### config.mk
export PLATFORM = sky130hd
export DESIGN_NAME = csp_ctrl_port
export DESIGN_NICKNAME = d
export VERILOG_FILES = /design/src/csp_pkg.sv /design/src/csp_sync.sv /design/src/csp_regfile.sv /design/src/csp_ctrl_port.sv
export SDC_FILE = /design/constraint.sdc
export NUM_CORES = 2
export LEC_CHECK = 0
export BUFFER_PORTS_ARGS = -buffer_cell sky130_fd_sc_hd__buf_2
export CAP_MARGIN = 20
export CORE_AREA = 2 2 351 388
export DETAILED_ROUTE_END_ITERATION = 10
export DIE_AREA = 0 0 353 390
export PLACE_DENSITY_LB_ADDON = 0.15
export SETUP_SLACK_MARGIN = 0.4
export SYNTH_ARGS = -nofsm -noshare
export SYNTH_HDL_FRONTEND = slang
export SYNTH_HIERARCHICAL = 1
export SYNTH_SLANG_ARGS = --single-unit
### constraint.sdc
create_clock -name ref_clk_in -period 6.8 [get_ports ref_clk_in]
set_clock_uncertainty 0.05 [all_clocks]
set_input_delay 2.04 -clock ref_clk_in [delete_from_list [all_inputs] [get_ports ref_clk_in]]
set_output_delay 2.04 -clock ref_clk_in [all_outputs]
set_load 0.05 [all_outputs]
### src/csp_pkg.sv
// Constants shared by the two-wire control slave port and its helpers.
// Assumes a single device clock; all users reference names as csp_pkg::name.
package csp_pkg;

  // ****************************************************************
  // Addressing
  // ****************************************************************
  localparam logic [6:0] SLAVE_ADDR   = 7'h18; // Own 7-bit slave address
  localparam logic [6:0] GCALL_ADDR   = 7'h00; // General call address
  localparam logic [3:0] BYTE_BITS    = 4'h8;  // Bits per byte on the wire
  localparam logic [3:0] CNT_ZERO     = 4'h0;
  localparam logic [3:0] CNT_ONE      = 4'h1;

  // ****************************************************************
  // Register file
  // ****************************************************************
  localparam int         NUM_REGS       = 128;   // Page 0 registers
  localparam logic [7:0] PTR_RESET      = 8'h00;
  localparam logic [7:0] REG_RESET      = 8'h00;
  localparam logic [7:0] BUS_ERR_CTRL   = 8'h6b; // Bus error detect control
  localparam int         ERR_STATUS_BIT = 0;     // Detector status, sticky
  localparam int         ERR_DIS_BIT    = 2;     // Detector disable

  // ****************************************************************
  // Transaction state, one-hot
  // ****************************************************************
  typedef enum logic [5:0] {
    ST_IDLE   = 6'h01,
    ST_RX     = 6'h02,
    ST_RX_ACK = 6'h04,
    ST_TX     = 6'h08,
    ST_TX_ACK = 6'h10,
    ST_SKIP   = 6'h20
  } csp_state_t;

  // Byte role inside a transaction
  typedef enum logic [2:0] {
    PH_ADDR = 3'h1,
    PH_PTR  = 3'h2,
    PH_DATA = 3'h4
  } csp_phase_t;

endpackage : csp_pkg

### src/csp_sync.sv
// Two-stage synchroniser for the bus clock and data pins.
// Assumes inputs arrive asynchronously to ref_clk_in.
`timescale 1ns/10ps
module csp_sync (
  input  wire logic       ref_clk_in,
  input  wire logic       resetn_in,
  input  wire logic [1:0] pins_in,
  output logic      [1:0] pins_out
);

  logic [1:0] meta_q;
  logic [1:0] sync_q;

  // ****************************************************************
  // Two flops; the first is read only by the second
  // ****************************************************************
  // Reset to high: an idle bus has both lines pulled up
  always_ff @(posedge ref_clk_in or negedge resetn_in) begin
    if (!resetn_in) begin
      meta_q <= 2'h3;
      sync_q <= 2'h3;
    end else begin
      meta_q <= pins_in;
      sync_q <= meta_q;
    end
  end

  assign pins_out = sync_q;

endmodule : csp_sync

### src/csp_regfile.sv
// Page 0 register array behind the control slave port.
// Assumes one write strobe per byte from the port logic, same clock.
`timescale 1ns/10ps
module csp_regfile (
  input  wire logic       ref_clk_in,
  input  wire logic       resetn_in,
  input  wire logic       wr_en_in,
  input  wire logic [7:0] wr_addr_in,
  input  wire logic [7:0] wr_data_in,
  input  wire logic [7:0] rd_addr_in,
  input  wire logic       err_set_in,
  output logic      [7:0] rd_data_out,
  output logic            err_status_out,
  output logic            det_disable_out
);

  logic [7:0] mem_q [csp_pkg::NUM_REGS];
  logic       err_q;
  logic       err_d;
  logic       ctrl_wr;

  // Only the low page exists; higher pointers read zero
  function automatic logic in_page(input logic [7:0] a);
    in_page = (a[7] == 1'b0);
  endfunction : in_page

  assign ctrl_wr = wr_en_in && (wr_addr_in == csp_pkg::BUS_ERR_CTRL);

  // ****************************************************************
  // Sticky error status
  // ****************************************************************
  // Writing one clears it; a new error in the same cycle wins
  always_comb begin
    err_d = err_q;
    if (ctrl_wr && wr_data_in[csp_pkg::ERR_STATUS_BIT]) begin
      err_d = 1'b0;
    end
    if (err_set_in) begin
      err_d = 1'b1;
    end
  end

  // ****************************************************************
  // Storage
  // ****************************************************************
  // Reset to zero leaves the error detector enabled
  always_ff @(posedge ref_clk_in or negedge resetn_in) begin
    if (!resetn_in) begin
      err_q <= 1'b0;
      for (int i = 0; i < csp_pkg::NUM_REGS; i++) begin
        mem_q[i] <= csp_pkg::REG_RESET;
      end
    end else begin
      err_q <= err_d;
      if (wr_en_in && in_page(wr_addr_in)) begin
        mem_q[wr_addr_in[6:0]] <= wr_data_in;
      end
    end
  end

  // Read mux; the status bit is the live sticky flag
  always_comb begin
    rd_data_out = 8'h00;
    if (in_page(rd_addr_in)) begin
      rd_data_out = mem_q[rd_addr_in[6:0]];
    end
    if (rd_addr_in == csp_pkg::BUS_ERR_CTRL) begin
      rd_data_out[csp_pkg::ERR_STATUS_BIT] = err_q;
    end
  end

  assign err_status_out  = err_q;
  assign det_disable_out = mem_q[csp_pkg::BUS_ERR_CTRL[6:0]][csp_pkg::ERR_DIS_BIT];

endmodule : csp_regfile

### src/csp_ctrl_port.sv
// Two-wire control slave port of an audio codec, with page 0 registers.
// Assumes the bus master drives SCL; SCL and SDA reach us asynchronously.
//
// What this block does
// Host pulses active-low reset at least 10 ns before register access.
// Decode 7-bit addresses; answer only own address or general call.
// Work at standard-mode and fast-mode bus rates.
// Never act as master or drive the clock line.
// Bytes of eight bits; data changes while clock low, sampled on high.
// Data falling with clock high is start; rising is stop.
// Master sends address byte with direction bit after start.
// Pull data low in the ninth clock to acknowledge each received byte.
// Reading master acknowledges each byte and supplies that clock.
// Released data in the acknowledge clock means not-acknowledge.
// Start during an active transaction restarts address decoding; a misplaced start inside a byte, detector on, goes to idle instead.
// Acknowledge the general call address byte 00h.
// Consecutive written bytes go to consecutive registers.
// Master acknowledge on read makes us send the next register.
// Bus error detector on from reset; error ends the transaction.
// Detector status readable in bit 0 of register 107.
// Bit 2 of register 107 disables the detector.
// Only pull lines low or release them, never drive high.
// Stop returns to idle with lines released.
// First data byte of a write loads the register pointer.
`timescale 1ns/10ps
module csp_ctrl_port (
  input  wire logic       ref_clk_in,
  input  wire logic       resetn_in,
  input  wire logic       scl_in,
  input  wire logic       sda_in,
  output logic            sda_out,
  output logic            sda_oe_out,
  output logic            wr_strobe_out,
  output logic      [7:0] wr_addr_out,
  output logic      [7:0] wr_data_out,
  output logic            bus_error_out
);

  // ****************************************************************
  // Declarations
  // ****************************************************************
  csp_pkg::csp_state_t state_q, state_d;
  csp_pkg::csp_phase_t phase_q, phase_d;
  logic [3:0] cnt_q,    cnt_d;
  logic [7:0] sh_q,     sh_d;
  logic [7:0] tx_q,     tx_d;
  logic [7:0] ptr_q,    ptr_d;
  logic       rw_q,     rw_d;
  logic       gcall_q,  gcall_d;
  logic       mack_q,   mack_d;
  logic       oe_q,     oe_d;
  logic       wr_q,     wr_d;
  logic [7:0] wa_q,     wa_d;
  logic [7:0] wd_q,     wd_d;
  logic       err_q,    err_d;
  logic       low_q;
  logic       scl_p_q,  sda_p_q;
  logic [1:0] pins_s;
  logic       scl_s,    sda_s;
  logic       scl_rise, scl_fall;
  logic       start_ev, stop_ev;
  logic       mid_byte, det_dis;
  logic       err_stat;
  logic [7:0] rd_data;

  // Address byte decode, used for own address and general call
  function automatic logic addr_hit(input logic [7:0] b);
    addr_hit = (b[7:1] == csp_pkg::SLAVE_ADDR) || (b[7:1] == csp_pkg::GCALL_ADDR);
  endfunction : addr_hit

  // ****************************************************************
  // Pin sampling and bus events
  // ****************************************************************
  csp_sync u_sync (
    .ref_clk_in (ref_clk_in),
    .resetn_in  (resetn_in),
    .pins_in    ({scl_in, sda_in}),
    .pins_out   (pins_s)
  );

  assign scl_s = pins_s[1];
  assign sda_s = pins_s[0];

  // Edges are judged on synchronised copies only
  assign scl_rise = scl_s && !scl_p_q;
  assign scl_fall = !scl_s && scl_p_q;
  assign start_ev = scl_s && scl_p_q && sda_p_q && !sda_s;
  assign stop_ev  = scl_s && scl_p_q && !sda_p_q && sda_s;

  // A start or stop between the second and the eighth clock rise of a byte is misplaced; the clock rise
  // that comes before every legal start or stop in ST_RX or ST_TX leaves the counter at one
  assign mid_byte = ((state_q == csp_pkg::ST_RX) || (state_q == csp_pkg::ST_TX))
                    && (cnt_q != csp_pkg::CNT_ZERO) && (cnt_q != csp_pkg::CNT_ONE)
                    && (cnt_q != csp_pkg::BYTE_BITS);

  // ****************************************************************
  // Register array
  // ****************************************************************
  csp_regfile u_regs (
    .ref_clk_in      (ref_clk_in),
    .resetn_in       (resetn_in),
    .wr_en_in        (wr_q),
    .wr_addr_in      (wa_q),
    .wr_data_in      (wd_q),
    .rd_addr_in      (ptr_q),
    .err_set_in      (err_q),
    .rd_data_out     (rd_data),
    .err_status_out  (err_stat),
    .det_disable_out (det_dis)
  );

  // ****************************************************************
  // Transaction sequencer, next state
  // ****************************************************************
  // Start and stop override every bit-level action in the same cycle
  always_comb begin
    state_d = state_q;
    phase_d = phase_q;
    cnt_d   = cnt_q;
    sh_d    = sh_q;
    tx_d    = tx_q;
    ptr_d   = ptr_q;
    rw_d    = rw_q;
    gcall_d = gcall_q;
    mack_d  = mack_q;
    oe_d    = oe_q;
    wr_d    = 1'b0;
    wa_d    = wa_q;
    wd_d    = wd_q;
    err_d   = 1'b0;
    if (stop_ev) begin
      if (mid_byte && !det_dis) begin
        err_d = 1'b1;
      end
      state_d = csp_pkg::ST_IDLE;
      oe_d    = 1'b0;
    end else if (start_ev) begin
      oe_d = 1'b0;
      if (mid_byte && !det_dis) begin
        err_d   = 1'b1;
        state_d = csp_pkg::ST_IDLE;
      end else begin
        state_d = csp_pkg::ST_RX;
        phase_d = csp_pkg::PH_ADDR;
        cnt_d   = csp_pkg::CNT_ZERO;
        rw_d    = 1'b0;
        gcall_d = 1'b0;
      end
    end else begin
      case (state_q)
        csp_pkg::ST_IDLE: begin
          oe_d = 1'b0;
        end
        csp_pkg::ST_RX: begin
          if (scl_rise && (cnt_q != csp_pkg::BYTE_BITS)) begin
            sh_d  = {sh_q[6:0], sda_s};
            cnt_d = cnt_q + csp_pkg::CNT_ONE;
          end else if (scl_fall && (cnt_q == csp_pkg::BYTE_BITS)) begin
            cnt_d   = csp_pkg::CNT_ZERO;
            state_d = csp_pkg::ST_RX_ACK;
            oe_d    = 1'b1;
            case (phase_q)
              csp_pkg::PH_ADDR: begin
                if (addr_hit(sh_q)) begin
                  rw_d    = sh_q[0];
                  gcall_d = (sh_q[7:1] == csp_pkg::GCALL_ADDR);
                  phase_d = csp_pkg::PH_PTR;
                end else begin
                  state_d = csp_pkg::ST_SKIP;
                  oe_d    = 1'b0;
                end
              end
              csp_pkg::PH_PTR: begin
                if (!gcall_q) begin
                  ptr_d   = sh_q;
                  phase_d = csp_pkg::PH_DATA;
                end
              end
              csp_pkg::PH_DATA: begin
                wr_d  = 1'b1;
                wa_d  = ptr_q;
                wd_d  = sh_q;
                ptr_d = ptr_q + 8'h01;
              end
              default: begin
                phase_d = csp_pkg::PH_ADDR;
              end
            endcase
          end
        end
        csp_pkg::ST_RX_ACK: begin
          // Acknowledge held through the ninth clock; on its fall released for a write, first data bit driven for a read
          if (scl_fall) begin
            if (rw_q) begin
              tx_d    = rd_data;
              ptr_d   = ptr_q + 8'h01;
              oe_d    = !rd_data[7];
              state_d = csp_pkg::ST_TX;
            end else begin
              oe_d    = 1'b0;
              state_d = csp_pkg::ST_RX;
            end
          end
        end
        csp_pkg::ST_TX: begin
          if (scl_rise && (cnt_q != csp_pkg::BYTE_BITS)) begin
            cnt_d = cnt_q + csp_pkg::CNT_ONE;
          end else if (scl_fall) begin
            if (cnt_q == csp_pkg::BYTE_BITS) begin
              cnt_d   = csp_pkg::CNT_ZERO;
              oe_d    = 1'b0;
              state_d = csp_pkg::ST_TX_ACK;
            end else if (cnt_q != csp_pkg::CNT_ZERO) begin
              tx_d = {tx_q[6:0], 1'b0};
              oe_d = !tx_q[6];
            end
          end
        end
        csp_pkg::ST_TX_ACK: begin
          if (scl_rise) begin
            mack_d = !sda_s;
          end else if (scl_fall) begin
            if (mack_q) begin
              tx_d    = rd_data;
              ptr_d   = ptr_q + 8'h01;
              oe_d    = !rd_data[7];
              state_d = csp_pkg::ST_TX;
            end else begin
              state_d = csp_pkg::ST_SKIP;
            end
          end
        end
        csp_pkg::ST_SKIP: begin
          oe_d = 1'b0;
        end
        default: begin
          state_d = csp_pkg::ST_IDLE;
          oe_d    = 1'b0;
        end
      endcase
    end
  end

  // ****************************************************************
  // Transaction sequencer, registers
  // ****************************************************************
  // Pointer survives stop so a later read can follow a pointer write
  always_ff @(posedge ref_clk_in or negedge resetn_in) begin
    if (!resetn_in) begin
      state_q <= csp_pkg::ST_IDLE;
      phase_q <= csp_pkg::PH_ADDR;
      cnt_q   <= csp_pkg::CNT_ZERO;
      sh_q    <= 8'h00;
      tx_q    <= 8'h00;
      ptr_q   <= csp_pkg::PTR_RESET;
      rw_q    <= 1'b0;
      gcall_q <= 1'b0;
      mack_q  <= 1'b0;
      oe_q    <= 1'b0;
      wr_q    <= 1'b0;
      wa_q    <= 8'h00;
      wd_q    <= 8'h00;
      err_q   <= 1'b0;
      scl_p_q <= 1'b1;
      sda_p_q <= 1'b1;
      low_q   <= 1'b0;
    end else begin
      state_q <= state_d;
      phase_q <= phase_d;
      cnt_q   <= cnt_d;
      sh_q    <= sh_d;
      tx_q    <= tx_d;
      ptr_q   <= ptr_d;
      rw_q    <= rw_d;
      gcall_q <= gcall_d;
      mack_q  <= mack_d;
      oe_q    <= oe_d;
      wr_q    <= wr_d;
      wa_q    <= wa_d;
      wd_q    <= wd_d;
      err_q   <= err_d;
      scl_p_q <= scl_s;
      sda_p_q <= sda_s;
      low_q   <= 1'b0;
    end
  end

  // ****************************************************************
  // Outputs
  // ****************************************************************
  // Data pin only ever pulls low; there is no clock pin output at all
  assign sda_out       = low_q;
  assign sda_oe_out    = oe_q;
  assign wr_strobe_out = wr_q;
  assign wr_addr_out   = wa_q;
  assign wr_data_out   = wd_q;
  assign bus_error_out = err_stat;

endmodule : csp_ctrl_port

Word-level counts from Yosys, hierarchy flattened
Cells that the tools add are included.
Storage, ports and cells
  flip-flop bits (word level): 1089
  bits in latches: 0
  bits in writable memories: 0
  ROM bits: 0
  bits of input ports: 4
  output and inout bits: 20
  word-level logic and storage cells: 352
  memories kept: 0
Cells by class
  add/subtract/negate cells: 2
  $mul: 0
  div/mod/pow operators: 0
  magnitude comparators: 3
  eq/ne operators: 47
  shift operators: 0
  multiplexer cells: 100
  bitwise operators: 6
  reduce and logical (&&, ||, !) cells: 47
Operators by type and width (number)
  bitwise mux 1024 bit: 1
  2-to-1 mux 8 bit: 12
  2-to-1 mux 6 bit: 13
  2-to-1 mux 7 bit: 9
  binary-select mux 8 bit (select 7 bit): 1
  demux 8 bit (select 7 bit): 1
  2-to-1 mux 1 bit: 40
  2-to-1 mux 4 bit: 8
  != test 4 bit (second input constant): 8
  one-hot mux 6 bit (5 select lines): 1
  != test 2 bit (second input constant): 12
  one-hot mux 8 bit (3 select lines): 1
  AND reduction 12 bit: 2
  2-to-1 mux 3 bit: 7
  one-hot mux 7 bit (3 select lines): 1
  AND reduction 9 bit: 2
  logical AND 1 bit: 17
  equality test 8 x 7 -> 1 bit (second input constant): 2
  greater-or-equal comparator 8 bit (second input constant): 2
  inverter 7 -> 8 bit: 2
  one-hot mux 8 bit (2 select lines): 1
  != test 4 x 3 -> 1 bit (second input constant): 3
  AND reduction 6 bit: 2
  nonzero test 2 bit: 5
  other kinds (34): 52

Logic depth before layout (Yosys ltp)
  depth in word-level cells: 12
  gate-level depth with buffers: 14
  mapped depth without buffers: 9

Cells and area by module
Netlist, hierarchy kept.
By module, submodules not included
  csp_regfile: instances 1, cells an instance 3083, area an instance 47222.8 sq um, sequential area each 25649.6 sq um
  csp_ctrl_port: instances 1, cells an instance 298, area an instance 3239.4 sq um, sequential area each 1506.4 sq um
  csp_sync: instances 1, cells an instance 4, area an instance 105.1 sq um, sequential area each 105.1 sq um

Least setup slack after synthesis
OpenSTA, ideal clock, no wires.
  path type: flip-flop to output port
  from: register wa_q[1], in the netlist wr_addr_out[1]
  to: output port wr_addr_out[1]
  arrival: 0.701 ns
  required time: 4.710 ns
  path slack: 4.009 ns
  stages on the path, launching flop included: 1
  path buffers: 0
  cell sequence: dfrtp_1
RTL lines
  start, declared: RTL line csp_ctrl_port.sv:53  | logic [7:0] wa_q, wa_d;
  start signal, assigned: RTL line csp_ctrl_port.sv:279  | wa_q <= wa_d;
  end, declared: RTL line csp_ctrl_port.sv:34  | output logic [7:0] wr_addr_out,
No word-level cell between the ends.

Final worst setup path
  from: register ptr_q[0]
  to: register tx_q[0]
Between the ends
  word-level cells in the longest chain between the ends: 10
  elaborated cells on any way between the ends: 13
  those cells by class: 1 x eq/ne; 11 x mux; 1 x bitwise
Ends and longest elaborated chain
  start, declared: RTL line csp_ctrl_port.sv:47  | logic [7:0] ptr_q, ptr_d;
  start signal, assigned: RTL line csp_ctrl_port.sv:255  | ptr_q <= csp_pkg::PTR_RESET;
  start signal, assigned: RTL line csp_ctrl_port.sv:273  | ptr_q <= ptr_d;
  inverter 7 -> 8 bit (implied by the code): RTL line csp_regfile.sv:65  | rd_data_out = mem_q[rd_addr_in[6:0]];
  binary-select mux 8 bit (select 7 bit): RTL line csp_regfile.sv:65
  2-to-1 mux 8 bit (implied by the code) (2 in series): RTL line csp_regfile.sv:65
  2-to-1 mux 8 bit: RTL line csp_regfile.sv:64  | if (in_page(rd_addr_in)) begin
  2-to-1 mux 1 bit *: RTL line csp_regfile.sv:67  | if (rd_addr_in == csp_pkg::BUS_ERR_CTRL) begin
  named net rd_data[0]: RTL line csp_ctrl_port.sv:64  | logic [7:0] rd_data;
  2-to-1 mux 7 bit: RTL line csp_ctrl_port.sv:223  | if (mack_q) begin
  2-to-1 mux 7 bit: RTL line csp_ctrl_port.sv:222  | end else if (scl_fall) begin
  2-to-1 mux 7 bit: RTL line csp_ctrl_port.sv:220  | if (scl_rise) begin
  one-hot mux 7 bit (3 select lines) *: RTL line csp_ctrl_port.sv:150  | case (state_q)
  end signal, assigned: RTL line csp_ctrl_port.sv:272  | tx_q <= tx_d;
  end, declared: RTL line csp_ctrl_port.sv:46  | logic [7:0] tx_q, tx_d;
The timed path passes the listed nets; every way through them passes the cells marked *. The select of a mux whose other input is x is not followed.
A chain may end at the register's enable or synchronous reset.

==> summary.md <==
| Metric | Value |
|---|---|
| Initial antenna violation count | `5` |
| Netlist cell types | `76` |
| Routed Antenna Nets | `0` |
| Initial core utilization | `roughly 38%` |
| Switching pwr | `approximately 2.9 mW` |
| Crit Reg-Reg Endpoint | `tx_q[0]` |
| Synth area leaders | `dfrtp_1 53%, mux2_2 24%, mux4_2 10%` |
| Final antenna diode count | `0` |
| CP most frequent cell | `nand2_1` |
| Root buffer cell | `clkbuf_16` |
| Worst-Skew Late Latency | `~750 ps` |
| Yosys reg bits | `1089` |
| Sequential Area | `~27000 sq um` |
| Synth area leader | `dfrtp_1` |
| Max Slew Vio Count | `0` |
| Crit path buffers/inverters | `1` |
| WS Path Type | `reg2reg` |
| Placed standard-cell area | `about 52000 sq um` |
| Clock transition at the registers of the reported paths | `roughly 60 ps` |
| Hold depth | `0` |
| Top Family by Delay on Critical Path | `simple AND/OR/NAND/NOR gates` |
| Place WS | `around 2600 ps` |
| Arr. time, crit path | `4840 ps` |
| Die Area | `137700 sq um` |
| Multi-input gate area | `21990 sq um` |
| Ys flop type | `dfrtp_1` |
| All-layer global routing usage | `about 22%` |
| Cell area after layout | `~56000 sq um` |
| CTS tree | `built` |
| RR Startpoint | `ptr_q[0]` |
| Sequential share of the synthesized area | `about 54%` |
| Die width | `roughly 350 um` |
| Core area | `133700 sq um` |
| Post-layout min period | `between 4000 and 5000 ps` |
| Reg2Reg Setup Slack | `around 2500 ps` |
| Synth Net Count | `between 3000 and 4000` |
| Ratio of final minimum period to clock period | `between 60% and 70%` |
| TritonCTS Buffers | `roughly 120` |
| MaxCap Viol Count | `0` |
| CTS resizes | `0` |
| Initial drt markers | `2213` |
| Commonest non-fill, non-tap cell in the layout | `dfrtp_1` |
| Syn-to-layout area delta | `11.64%` |
| Synthesized area | `around 51000 sq um` |
| Clock Path Buffers | `3` |
| Die height | `~390 um` |
| CP Max Fanout | `between 40 and 50` |
| Power Internal | `between 10 and 15 mW` |
| Io pins | `24` |
| Hpwl dp | `slightly below 100 mm` |
| Post-route DRC | `0` |
| Combinational power share | `between 1 and 1.5%` |
| Total congestion overflow | `0` |
| Crit. Startpoint | `ptr_q[0]` |
| Number of synthesized flops with an enable pin | `0` |
| Highest clock rate | `between 200 and 250 MHz` |
| Clock power share | `around 49%` |
| Avg Cell Area, Syn | `14.94 sq um` |
| Max VDD drop | `196.7 uV` |
| Worst Tran Pin Value | `about 1200 ps` |
| Switching Share | `21.84%` |
| HP Class | `reg2reg` |
| Rel. slew slack | `a little under a fifth` |
| Crit start category | `flip-flop` |
| Count of clock tree sinks | `approximately 1100` |
| Pwr dens | `233.3 nW/um^2` |
| Routed wire length | `149.0 mm` |
| Vias in the first global route | `around 32000` |
| Most frequent cells in the layout | `1068 x dfrtp_1, 1057 x mux2_2, 229 x mux4_2` |
| Util after Layout | `42.22%` |
| Via count | `29890` |
| Ys Warns | `6` |
| Nets | `between 3000 and 4000` |
| Largest net degree at the start of global routing | `140` |
| Hold Slack | `303.1 ps` |
| HP Start | `u_sync/meta_q[1]` |
| Crit path cell chain | `buf_12, nor2b_1, nand2_1, o221ai_1, a211oi_1, or4_1, a21oi_1, nand2_1, o32ai_1` |
| First-pass GRT wire length | `223.3 mm` |
| Setup TNS | `0 ps` |
| Share of power burned in registers | `about half` |
| Top-area cell type share of the netlist area | `53.49%` |
| Via density | `~5.7` |
| Ys async rst share | `100.0%` |
| Setup violators final | `0` |
| Layout cells sized above 1 | `46.85%` |
| Pleak | `roughly 26 nW` |
| RePlAce Congestion | `a little under 0.9` |
| Slowest cell on the critical path | `dfrtp_4` |
| Hold EP | `u_sync/pins_out[1]` |
| Setup WS post-layout | `around 2500 ps` |
| Drt wl/cell | `between 20 and 30 um` |
| Cts hold-fix bufs | `0` |
| Post-synthesis cell count | `about 3400` |
| Fillers | `12240` |
| H-Tree Depth | `3` |
| Status | `complete, no violations` |
| R2R depth | `9` |
| Final Hold Fails | `0` |
| Worst path max stage delay | `around 760 ps` |
| # Post-CTS Setup Buffers | `0` |
| Buffers on Ports | `22` |
| Worst Path Required | `7380 ps` |
| Core Rows | `approximately 140` |
| Crit end category | `flip-flop` |
| Unrepaired setup endpoints after global routing | `no` |
| Pre-Repair DR Iteration Count | `6` |
## synthesized netlist by cell type, drive strengths merged (10+ instances only)
cell type	n
nand2b	20
nor2b	34
nor2	107
mux2i	118
and3	10
nor4	13
mux2	1066
nor3	26
clkbuf	151
a211oi	20
o21ai	26
a21oi	42
buf	87
a22oi	40
mux4	230
nand2	148
nand3	16
and2	13
dfrtp	1081
## cells by family (layout without fill, tap and decap cells)
group | count (synthesis) | in the layout | synth area share (%)
AND/OR/NAND/NOR | 425 | 425 | 4.122
AO/OA/AOI/OAI | 201 | 201 | 2.799
buffers and inverters | 247 | 333 | 2.601
multiplexers | 1414 | 1414 | 36.39
other | 1 | 1 | 0.007416
adder cells (fa/ha/maj) | 4 | 4 | 0.09898
flip-flops | 1089 | 1089 | 53.91
XOR/XNOR | 4 | 4 | 0.06929
## final cells by class
class | count | area share (%)
well taps | 1787 | 3.960
repair buffers | 106 | 1.662
multi-input cells | 2049 | 38.96
clock inverters | 37 | 0.7557
inverters | 9 | 0.05984
clock buffers | 181 | 6.232
flip-flops and latches | 1089 | 48.37
## through the flow
step,instances,power (mW)
6_report,5258,13.17
3_3_place_gp,5025,6.794
5_1_grt,5258,13.65
2_1_floorplan,3385,6.642
3_5_place_dp,5033,6.804
4_1_cts,5251,13.36
## layer usage
metal,vias up,track usage [%],wire length (um)
met3,228,3.164,6527
met2,680,35.70,71940
li1,12580,-,-
met1,16410,29.47,65650
met5,-,0,0
met4,0,7.698,4838
## flip-flops by register name, summed over array words and instances, names as in the netlist, 2 cells and up
signal,cells
u_sync/meta_q,2
sh_q,8
state_q,6
cnt_q,4
u_sync/pins_out,2
phase_q,3
tx_q,7
wr_data_out,8
u_regs/mem_q,1023
ptr_q,8
wr_addr_out,8
## how the worst max path moves through the flow
stage	slack, ps	to	depth (start not counted)
floorplan	4010	wr_addr_out[1]	0
global placement	2150	tx_q[0]	9
detailed placement	2640	tx_q[0]	9
CTS	2490	wr_data_out[3]	1
global route	2400	tx_q[0]	9
finish	2550	tx_q[0]	9
## power by group through the flow
stage / clock (mW) / sequential [mW] / combinational, mW
final: 6.50 / 6.50 / 0.180
after global routing: 6.95 / 6.49 / 0.211
after CTS: 6.68 / 6.50 / 0.191
after detailed placement: 0 / 6.61 / 0.190
after global placement: 0 / 6.61 / 0.181
after floorplan: 0 / 6.61 / 0.0297
Note: power is estimated with default switching activity, not from simulation.
